==> src/hw/pd_regs_pkg.sv <==
// constants for the transmit request, payload port and bus voltage registers
// assumes a byte wide register port fed by a serial slave front end
package pd_regs_pkg;
    // register offsets
    localparam logic [7:0] TX_REQUEST_OFS    = 8'h50;
    localparam logic [7:0] TX_PAYLOAD_OFS    = 8'h51;
    localparam logic [7:0] MEAS_LOW_OFS      = 8'h70;
    localparam logic [7:0] MEAS_HIGH_OFS     = 8'h71;
    localparam logic [7:0] STOP_LOW_OFS      = 8'h74;
    localparam logic [7:0] STOP_HIGH_OFS     = 8'h75;
    // field positions in the transmit request register
    localparam int RETRY_LSB = 4;
    localparam int RETRY_MSB = 5;
    localparam int KIND_LSB  = 0;
    localparam int KIND_MSB  = 2;
    // values after reset
    localparam logic [7:0] TX_REQUEST_RST    = 8'h00;
    localparam logic [9:0] STOP_LEVEL_RST    = 10'h020;
    localparam logic [9:0] MEAS_RST          = 10'h000;
    localparam logic [1:0] SCALE_UNSCALED    = 2'h0;
    // threshold decode: codes up to this floor all mean the fixed minimum
    localparam logic [7:0] STOP_FLOOR_STEP   = 8'h06;
    localparam logic [9:0] STOP_FLOOR_CODE   = 10'h014;
    // level of the monitor enable that makes the measurement valid
    localparam logic       MON_ON_ACTIVE     = 1'b1;
    // transmit buffer depth and width
    localparam int BUF_DEPTH = 8;
    localparam int BUF_WIDTH = 8;
    // frame kinds sent on the line
    typedef enum logic [2:0] {
        KIND_SOP, KIND_SOP1, KIND_SOP2, KIND_DBG1, KIND_DBG2,
        KIND_HARD_RESET, KIND_CABLE_RESET, KIND_BIST_MODE2
    } outgoing_frame_kind_t;
endpackage

==> src/hw/pd_transmit_and_vbus_regs.sv <==
// transmit request, payload port and bus voltage register logic
// assumes a serial slave front end presenting byte accesses on reg_*
// What this block does
// - request write starts sending the loaded message
// - send all bytes since pointer reset
// - after each attempt empty buffer; clear count unless a transaction or count byte lands that cycle
// - bits 5:4 give zero to three retries
// - bits 2:0 choose the frame kind
// - payload bytes only via write-only port
// - ten bit measurement split low/high registers
// - measurement valid only while monitor enabled
// - scale field always reads zero
// - ten bit threshold, low byte resets 0x20
// - low codes mean 0.5 V floor
// - lowest two threshold bits are ignored
// - high threshold register holds bits 9:8
`timescale 1ns/1ns
module pd_transmit_and_vbus_regs
    import pd_regs_pkg::*;
(
    input  wire logic        clock,
    input  wire logic        rst,
    input  wire logic        xact_start,     // new write transaction begins
    input  wire logic        reg_wr,
    input  wire logic        reg_rd,
    input  wire logic [7:0]  reg_addr,
    input  wire logic [7:0]  reg_wdata,
    output logic      [7:0]  reg_rdata,
    output logic             payload_ready,  // buffer can take a byte
    input  wire logic        clear_outgoing_pointer_cmd,
    input  wire logic        volt_monitor_on,
    input  wire logic        adc_valid,
    input  wire logic [9:0]  adc_code,
    output logic             tx_start,
    output logic      [2:0]  outgoing_frame_kind,
    output logic      [1:0]  tx_retries,
    output logic      [7:0]  tx_length,
    output logic             tx_busy,
    input  wire logic        tx_done,        // end of attempt, any outcome
    output logic             tx_data_valid,
    input  wire logic        tx_data_ready,
    output logic      [7:0]  tx_data,
    output logic      [9:0]  discharge_stop_level,
    output logic      [9:0]  stop_level_eff  // effective code, 25 mV units
);
    // ==========================================================
    // state
    logic [7:0] tx_request_q;         // last request written
    logic       tx_start_q;           // one cycle start pulse
    logic [7:0] tx_length_q;          // length handed to the line side
    logic       busy_q;               // attempt in progress
    logic [7:0] wr_count_q;           // byte count of current burst
    logic [7:0] remain_q;             // payload bytes still expected
    logic       first_q;              // next payload write is the count
    logic [7:0] accum_q;              // bytes since pointer reset
    logic [9:0] meas_q;               // held measurement
    logic [9:0] stop_q;               // stop discharge threshold
    logic [9:0] eff_q;                // decoded threshold
    logic [7:0] rdata_q;              // registered read data
    logic [7:0] fifo_data;
    logic       fifo_valid;
    logic       fifo_in_ready;
    logic       req_wr;
    logic       pay_wr;
    logic       append;
    logic       flush;

    assign req_wr = reg_wr && (reg_addr == TX_REQUEST_OFS);
    assign pay_wr = reg_wr && (reg_addr == TX_PAYLOAD_OFS);
    // bytes past the announced count are dropped
    assign append = pay_wr && !first_q && (remain_q != 8'h00)
                    && fifo_in_ready;
    // an attempt ending or an explicit command empties the buffer
    assign flush  = tx_done || clear_outgoing_pointer_cmd;

    // ==========================================================
    // transmit buffer; the line side drains it during an attempt
    byte_fifo #(
        .WIDTH (BUF_WIDTH),
        .DEPTH (BUF_DEPTH)
    ) u_buf (
        .clock     (clock),
        .rst       (rst),
        .flush     (flush),
        .in_valid  (append),
        .in_ready  (fifo_in_ready),
        .in_data   (reg_wdata),
        .out_valid (fifo_valid),
        .out_ready (tx_data_ready),
        .out_data  (fifo_data)
    );
    assign tx_data_valid = fifo_valid;
    assign tx_data       = fifo_data;
    assign payload_ready = fifo_in_ready;

    // ==========================================================
    // transmit request register and start pulse
    always_ff @(posedge clock or posedge rst) begin
        if (rst) begin
            tx_request_q <= TX_REQUEST_RST;
            tx_start_q   <= 1'b0;
            tx_length_q  <= 8'h00;
        end else begin
            tx_start_q <= req_wr;
            if (req_wr) begin
                // retry and kind fields kept, the rest reads zero
                tx_request_q <= {2'b00, reg_wdata[RETRY_MSB:RETRY_LSB],
                                 1'b0, reg_wdata[KIND_MSB:KIND_LSB]};
                tx_length_q  <= accum_q;
            end
        end
    end
    assign tx_start            = tx_start_q;
    assign tx_retries          = tx_request_q[RETRY_MSB:RETRY_LSB];
    assign outgoing_frame_kind = tx_request_q[KIND_MSB:KIND_LSB];
    assign tx_length           = tx_length_q;

    // ==========================================================
    // busy from start until the line side reports the attempt done
    always_ff @(posedge clock or posedge rst) begin
        if (rst) begin
            busy_q <= 1'b0;
        end else if (req_wr) begin
            busy_q <= 1'b1;
        end else if (tx_done) begin
            busy_q <= 1'b0;
        end
    end
    assign tx_busy = busy_q;

    // ==========================================================
    // burst tracking: count byte first, payload after it
    always_ff @(posedge clock or posedge rst) begin
        if (rst) begin
            first_q    <= 1'b1;
            wr_count_q <= 8'h00;
            remain_q   <= 8'h00;
        end else if (xact_start) begin
            first_q <= 1'b1;
        end else if (pay_wr && first_q) begin
            first_q    <= 1'b0;
            wr_count_q <= reg_wdata;
            remain_q   <= reg_wdata;
        end else if (tx_done) begin
            wr_count_q <= 8'h00;
            remain_q   <= 8'h00;
        end else if (append) begin
            remain_q <= 8'(remain_q - 8'h01);
        end
    end

    // ==========================================================
    // pointer: reset by request write, attempt end or command, else advances
    always_ff @(posedge clock or posedge rst) begin
        if (rst) begin
            accum_q <= 8'h00;
        end else if (req_wr || flush) begin
            accum_q <= 8'h00;
        end else if (append) begin
            accum_q <= 8'(accum_q + 8'h01);
        end
    end

    // ==========================================================
    // measurement only follows the converter while monitoring is on;
    // otherwise the last good value is held for software
    always_ff @(posedge clock or posedge rst) begin
        if (rst) begin
            meas_q <= MEAS_RST;
        end else if (adc_valid && (volt_monitor_on == MON_ON_ACTIVE)) begin
            meas_q <= adc_code;
        end
    end

    // ==========================================================
    // stop discharge threshold, both bytes read/write
    always_ff @(posedge clock or posedge rst) begin
        if (rst) begin
            stop_q <= STOP_LEVEL_RST;
        end else if (reg_wr && reg_addr == STOP_LOW_OFS) begin
            stop_q[7:0] <= reg_wdata;
        end else if (reg_wr && reg_addr == STOP_HIGH_OFS) begin
            stop_q[9:8] <= reg_wdata[1:0];
        end
    end
    assign discharge_stop_level = stop_q;

    // ==========================================================
    // decode: drop the two low bits, clamp small codes to the floor
    always_ff @(posedge clock or posedge rst) begin
        if (rst) begin
            eff_q <= STOP_LEVEL_RST;
        end else if (stop_q[9:2] <= STOP_FLOOR_STEP) begin
            eff_q <= STOP_FLOOR_CODE;
        end else begin
            eff_q <= {stop_q[9:2], 2'b00};
        end
    end
    assign stop_level_eff = eff_q;

    // ==========================================================
    // read mux; payload port and unmapped offsets read zero
    always_ff @(posedge clock or posedge rst) begin
        if (rst) begin
            rdata_q <= 8'h00;
        end else if (reg_rd) begin
            case (reg_addr)
                TX_REQUEST_OFS: rdata_q <= tx_request_q;
                TX_PAYLOAD_OFS: rdata_q <= 8'h00;
                MEAS_LOW_OFS:   rdata_q <= meas_q[7:0];
                MEAS_HIGH_OFS:  rdata_q <= {4'h0, SCALE_UNSCALED,
                                            meas_q[9:8]};
                STOP_LOW_OFS:   rdata_q <= stop_q[7:0];
                STOP_HIGH_OFS:  rdata_q <= {6'h00, stop_q[9:8]};
                default:        rdata_q <= 8'h00;
            endcase
        end
    end
    assign reg_rdata = rdata_q;
endmodule

==> src/hw/byte_fifo.sv <==
// small synchronous fifo holding outgoing payload bytes
// assumes one clock; flush empties it in one cycle
`timescale 1ns/1ns
module byte_fifo #(
    parameter int WIDTH = 8,
    parameter int DEPTH = 8
) (
    input  wire logic             clock,
    input  wire logic             rst,
    input  wire logic             flush,
    input  wire logic             in_valid,
    output logic                  in_ready,
    input  wire logic [WIDTH-1:0] in_data,
    output logic                  out_valid,
    input  wire logic             out_ready,
    output logic      [WIDTH-1:0] out_data
);
    localparam int AW = $clog2(DEPTH);
    logic [WIDTH-1:0] mem_q [DEPTH];        // storage
    logic [AW-1:0]    wr_ptr_q;             // next slot to fill
    logic [AW-1:0]    rd_ptr_q;             // next slot to drain
    logic [AW:0]      count_q;              // bytes held
    logic             push;
    logic             pop;

    assign push      = in_valid && in_ready;
    assign pop       = out_valid && out_ready;
    // full at DEPTH bytes; a flush cycle takes nothing in
    assign in_ready  = (count_q != (AW+1)'(DEPTH)) && !flush;
    assign out_valid = (count_q != '0);
    assign out_data  = mem_q[rd_ptr_q];

    // ==========================================================
    // storage, written only where the write pointer points
    always_ff @(posedge clock) begin
        if (push) begin
            mem_q[wr_ptr_q] <= in_data;
        end
    end

    // ==========================================================
    // pointers and fill level; flush wins over any transfer
    always_ff @(posedge clock or posedge rst) begin
        if (rst) begin
            wr_ptr_q <= '0;
            rd_ptr_q <= '0;
            count_q  <= '0;
        end else if (flush) begin
            wr_ptr_q <= '0;
            rd_ptr_q <= '0;
            count_q  <= '0;
        end else begin
            if (push) begin
                wr_ptr_q <= AW'(wr_ptr_q + 1'b1);
            end
            if (pop) begin
                rd_ptr_q <= AW'(rd_ptr_q + 1'b1);
            end
            count_q <= (AW+1)'(count_q + push - pop);
        end
    end
endmodule

==> config.mk <==
export PLATFORM = sky130hd
export DESIGN_NAME = pd_transmit_and_vbus_regs
export DESIGN_NICKNAME = d
export VERILOG_FILES = /design/src/hw/pd_regs_pkg.sv /design/src/hw/pd_transmit_and_vbus_regs.sv /design/src/hw/byte_fifo.sv
export SDC_FILE = /design/constraint.sdc
export NUM_CORES = 1
export LEC_CHECK = 0
export BUFFER_PORTS_ARGS = -buffer_cell sky130_fd_sc_hd__buf_4
export CAP_MARGIN = 20
export CORE_MARGIN = 2
export CORE_UTILIZATION = 57
export CTS_CLUSTER_DIAMETER = 60
export DETAILED_ROUTE_END_ITERATION = 16
export PLACE_DENSITY = 0.8
export SYNTH_ARGS = -nofsm -noshare
export SYNTH_HDL_FRONTEND = slang
export SYNTH_SLANG_ARGS = --single-unit
==> constraint.sdc <==
create_clock -name clock -period 4.1 [get_ports clock]
set_clock_uncertainty 0.2 [all_clocks]
set_input_delay 0.205 -clock clock [delete_from_list [all_inputs] [get_ports clock]]
set_output_delay 0.205 -clock clock [all_outputs]
set_load 0.005 [all_outputs]
**After elaboration in Yosys (flattened, before gate mapping)**

Memories as Yosys holds them, arrays and structs flattened.
Index checks and enable logic that the tools add are counted.

- Flip-flop bits (word level): 80
- Memory bits (writable): 64
- Input bits: 36
- Logic and storage cells: 76
- Memories kept: 1

Memory list:

| memory | words | width | read ports | clocked after Yosys merged registers in | wr ports | RTL line | source |
|---|---|---|---|---|---|---|---|
| u_buf.mem_q | 8 | 8 | 1 | 0 | 1 | byte_fifo.sv:19 | `logic [WIDTH-1:0] mem_q [DEPTH];` |

- Add/subtract/negate cells: 6
- $lt $le $gt $ge: 1
- Eq/ne operators: 7
- Multiplexer cells: 18
- Bitwise logic cells: 2
- Reductions and logical operators: 26

Operators with widths:

| operator | count |
|---|---|
| $eq A8 B7 Y1 const B | 6 |
| $mux W8 | 5 |
| $pmux W8 S5 | 1 |
| $logic_and A1 B1 Y1 | 12 |
| $mux W3 | 4 |
| $mux W10 | 1 |
| $reduce_bool A2 Y1 | 5 |
| $add A8 B1 Y8 const B | 1 |
| $le A8 B3 Y1 const B | 1 |
| $reduce_bool A8 Y1 | 1 |
| $sub A8 B1 Y8 const B | 1 |
| $add A3 B1 Y3 const B | 2 |
| $mux W1 | 6 |
| $add A4 B1 Y4 | 1 |
| $mux W4 | 1 |
| $ne A4 B4 Y1 const B | 1 |
| $reduce_and A2 Y1 | 2 |
| $reduce_bool A4 Y1 | 1 |
| $sub A4 B1 Y4 | 1 |
| $reduce_bool A3 Y1 | 1 |
| $logic_not A1 Y1 | 2 |
| $logic_or A1 B1 Y1 | 2 |
| $not A1 Y1 | 2 |

**Logic depth before layout (Yosys ltp)**

- Word-level depth: 9
- Mapped depth: 12
- Gate-level depth less buffers: 12

**By module**

A second synthesis with hierarchy kept.

- Cells, all modules: 451
- Area, all modules: 6424.9 um^2

Modules (own cells, without submodules):

| module | times used | cells each | area each (um^2) | seq. area each (um^2) |
|---|---|---|---|---|
| pd_transmit_and_vbus_regs | 1 | 280 | 3269.4 | 1705.4 |
| byte_fifo | 1 | 171 | 3155.5 | 2172.1 |

**Worst setup path before layout**

OpenSTA, ideal clock, no wires.

- Path type: flip-flop to flip-flop
- Start: register u_buf.count_q[2]
- End: memory u_buf.mem_q[4][0], enable pin
- Setup time: 398 ps
- Arrival: 2267 ps
- Required time: 3502 ps
- Path slack: 1235 ps
- Stages on the path, launching flop included: 9
- Path buffers: 2
- Clock period less this slack: 2865 ps
- Path through: dfrtp_1 inv_1 ha_1 nor3b_1 and4b_1 clkbuf_4 nand2_8 buf_6 nor4b_1

- Longest elaborated chain between the ends: 6

Ends and longest elaborated chain:

| item | RTL line | source |
|---|---|---|
| start, declared | byte_fifo.sv:22 | `logic [AW:0] count_q;` |
| start signal, assigned | byte_fifo.sv:59 | `count_q <= (AW+1)'(count_q + push - pop);` |
| $ne A4 B4 Y1 * | byte_fifo.sv:29 | `assign in_ready = (count_q != (AW+1)'(DEPTH)) && !flush;` |
| $logic_and A1 B1 Y1 * | byte_fifo.sv:29 |  |
| $logic_and A1 B1 Y1 | pd_transmit_and_vbus_regs.sv:72 | `&& fifo_in_ready;` |
| $logic_and A1 B1 Y1 * | byte_fifo.sv:26 | `assign push = in_valid && in_ready;` |
| $mux W1 * | byte_fifo.sv:36 | `if (push) begin` |
| $mux W1 (not written as such) * | byte_fifo.sv:37 | `mem_q[wr_ptr_q] <= in_data;` |
| end, declared | byte_fifo.sv:19 |  |

Every way passes the cells marked *; elsewhere a longest branch is shown, timed or not.

**Worst setup path after layout**

- Start: register remain_q[3]
- End: register u_buf.count_q[2]

- Longest elaborated chain between the ends: 7

Ends and longest elaborated chain:

| item | RTL line | source |
|---|---|---|
| start, declared | pd_transmit_and_vbus_regs.sv:53 | `logic [7:0] remain_q;` |
| start signal, assigned | pd_transmit_and_vbus_regs.sv:143 | `remain_q <= reg_wdata;` |
| start signal, assigned | pd_transmit_and_vbus_regs.sv:148 | `remain_q <= 8'(remain_q - 8'h01);` |
| $reduce_bool A8 Y1 | pd_transmit_and_vbus_regs.sv:71 | `assign append = pay_wr && !first_q && (remain_q != 8'h00)` |
| $logic_and A1 B1 Y1 | pd_transmit_and_vbus_regs.sv:71 |  |
| $logic_and A1 B1 Y1 | pd_transmit_and_vbus_regs.sv:72 |  |
| $logic_and A1 B1 Y1 | byte_fifo.sv:26 |  |
| $add A4 B1 Y4 | byte_fifo.sv:59 |  |
| $sub A4 B1 Y4 | byte_fifo.sv:59 |  |
| $mux W4 | byte_fifo.sv:48 | `end else if (flush) begin` |

Every way passes these cells.
A chain may end at the register's enable or synchronous reset.

==> results.md <==
- CTS tree: yes
- Slew Limit Fails: 0
- Post-synthesis register bit count: approximately 140
- Initial DRC count: 244
- CP startpoint kind: flip-flop
- Crit path required time: 4.31 ns
- Post-cts resize count: 0
- Syn. warnings: 0
- First-pass GRT wire length: around 22 mm
- P&R area growth vs syn: 27.34%
- H-Tree Depth: 4
- Final min period: between 2 and 3 ns
- Synth Flop Type: dfrtp_1
- CTS buffer count: 17
- Synth area leader: edfxtp_1
- EDFF count, synth: 64
- Clk sink count: 142
- Crit Path Category: reg -> reg
- Worst Tran Pin Value: approximately 0.8 ns
- Die ar.: 0.01170 mm2
- Critical path capture point type: flip-flop
- CTS max path bufs: 2
- Via count: 4,247
- Status: complete, no violations
- CP arrival: roughly 3.2 ns
- Dpl hpwl: between 9 and 10 mm
- Ant. Diodes: 0
- Fmax: 336.8 MHz
- Max Cap Violations: 0
- Synthesized area per cell: about 14 um2
- Netlist cell types: 60
- Number of remaining DRC errors: 0
- Synth top area share: 0.3106
- Initial Util: 0.5784
- Routability congestion estimate: 0.8905
- Most frequent cells in the layout: buf_4, dfrtp_1, edfxtp_1
- Peak supply drop: 301.7 uV
- GRT Resource Usage Total: 0.2586
- Final setup fails: 0
- Largest net degree at the start of global routing: 52
- Overflow after GRT: 0
- Final ANT Viol Nets: 0
- Worst slew margin: 0.4522
- Routed wire length per instance: 19.76 um
- Initial antenna violation count: 0
- Pleak: 0.003306 uW
- Pwr Density: between 400 and 500 mW/mm2
- Root buffer cell: clkbuf_8
- Share of layout cells above drive strength 1: 0.3328
- Mapped Area: a little over 0.006 mm2
- CP Max Fanout: 12
- Die W: 108.2 um
- Worst-Skew Late Latency: roughly 0.53 ns
- Post-CTS Repair Setup Buffers: 0
- FF-to-FF path depth: 8
- RSZ-0062 raised after global routing: no
- Avg Vias per Cell: a little under 6
- Asr flop ratio synth: 0.5493
- Pre-antenna DRT Iters: 5
- Vias in the first global route: 4,306
- Period utilization: 0.7241
- Synth top area cells: edfxtp_1, dfrtp_1, mux2_2
- Post-DP Area: about 0.0069 mm2
- Cell depth of the worst hold path: 5
- Clock-pin slew on the worst setup and hold paths: 0.06 ns
- Die H: 108.2 um
- Final Cell Area: 0.007879 mm2
- Row cnt: 38
- Commonest non-fill, non-tap cell in the layout: buf_4
- Hold crit path type: in -> reg
- Final Hold Fails: 0
- Final nets: 620
- Synth Instances: between 400 and 500
- Wirelength, routed: approximately 14 mm
- I/O pin count: 89
- CORE AREA: 0.01070 mm2
- Port Buffer Count: 86
- Setup TNS Final: 0 ns
- Register area share after synthesis: 0.6267
[report_power, final]
group | switching [uW] | total [uW] | leakage, uW | internal, uW
Sequential | 38.2 | 1570 | 0.00161 | 1540
Clock | 603 | 1460 | 0.000277 | 859
Combinational | 211 | 433 | 0.00141 | 222
[worst max-delay path: stages (launching register included)]
cell,delay (ns)
dfrtp_1,0.45
or4_4,0.57
or3_1,0.55
nand2_8,0.18
inv_6,0.07
ha_1,0.21
fa_1,0.39
xnor2_1,0.16
nor2_1,0.06
[cell usage after synthesis, types with 7 or more instances]
cell type / count
nand2_1: 33
nand3_1: 17
ha_1: 10
inv_1: 20
a22oi_1: 9
dfrtp_1: 75
a21oi_1: 15
clkbuf_1: 15
o22ai_1: 7
mux2_2: 36
edfxtp_1: 64
xnor2_1: 8
nor3_1: 8
mux4_2: 16
nor2_1: 29
[per-stage QoR]
step	hold WS, ns	setup WS [ns]	power [uW]	instances	util
after floorplan	0.1039	1.235	1848	451	-
after global placement	0.1994	1.172	1973	658	0.6480
after detailed placement	0.2031	1.079	1997	658	0.6480
after CTS	0.02714	0.9210	3466	722	0.7306
after global routing	0.09290	0.9767	3590	726	0.7365
final	0.06206	1.131	3471	726	0.7365
[path summary, 6_finish.rpt]
path	to	slack [ns]	start
worst max-delay path	u_buf.count_q[2]	1.13	remain_q[3]
worst min-delay path	reg_rdata[0]	0.06	reg_addr[3]
worst max register to register	u_buf.count_q[2]	1.13	remain_q[3]
worst min register to register	stop_level_eff[5]	0.21	discharge_stop_level[5]
max in group asynchronous	u_buf.rd_ptr_q[0]	2.65	rst
min in group asynchronous	tx_request_q[0]	0.48	rst
[logic make-up (layout without fill, tap and decap cells)]
kind of cell | Yosys count | after routing | synth area share
AO/OA/AOI/OAI | 56 | 56 | 0.06067
XOR/XNOR | 13 | 13 | 0.01840
adder cells (fa/ha/maj) | 11 | 11 | 0.02346
buffers and inverters | 47 | 182 | 0.03498
flip-flops | 142 | 142 | 0.6267
multiplexers | 54 | 54 | 0.1270
other | 1 | 2 | 0.0006061
AND/OR/NAND/NOR | 126 | 126 | 0.1082
[sequential cells by signal, indices dropped and copies added (netlist names)]
signal / count
accum_q: 8
discharge_stop_level: 10
first_q: 1
meas_q: 10
reg_rdata: 8
remain_q: 8
stop_level_eff: 8
tx_busy: 1
tx_length: 8
tx_request_q: 5
tx_start: 1
u_buf.count_q: 4
u_buf.mem_q: 64
u_buf.rd_ptr_q: 3
u_buf.wr_ptr_q: 3
[metal layers]
layer,GRT usage,routed length [um]
met5,0,0
met4,0.07601,178
met3,0.06329,906
met2,0.4506,7542
met1,0.3225,5717
[timing repair]
item                                    4_1_cts  5_1_grt
hold buffers                                 32        1
hold endpoints to repair                    172        3
endpoints found under the setup margin        0        0
[cell type report]
class / instances / area (um2)
multi-input combinational: 262 / 2097
sequential: 142 / 3877
fill: 657 / 2819
clock buffer: 20 / 456.7
clock inverter: 12 / 107.6
tap: 140 / 175.2
inverter: 21 / 83.83
timing repair buffer: 129 / 1081
Power figures use the tool's default switching activity.
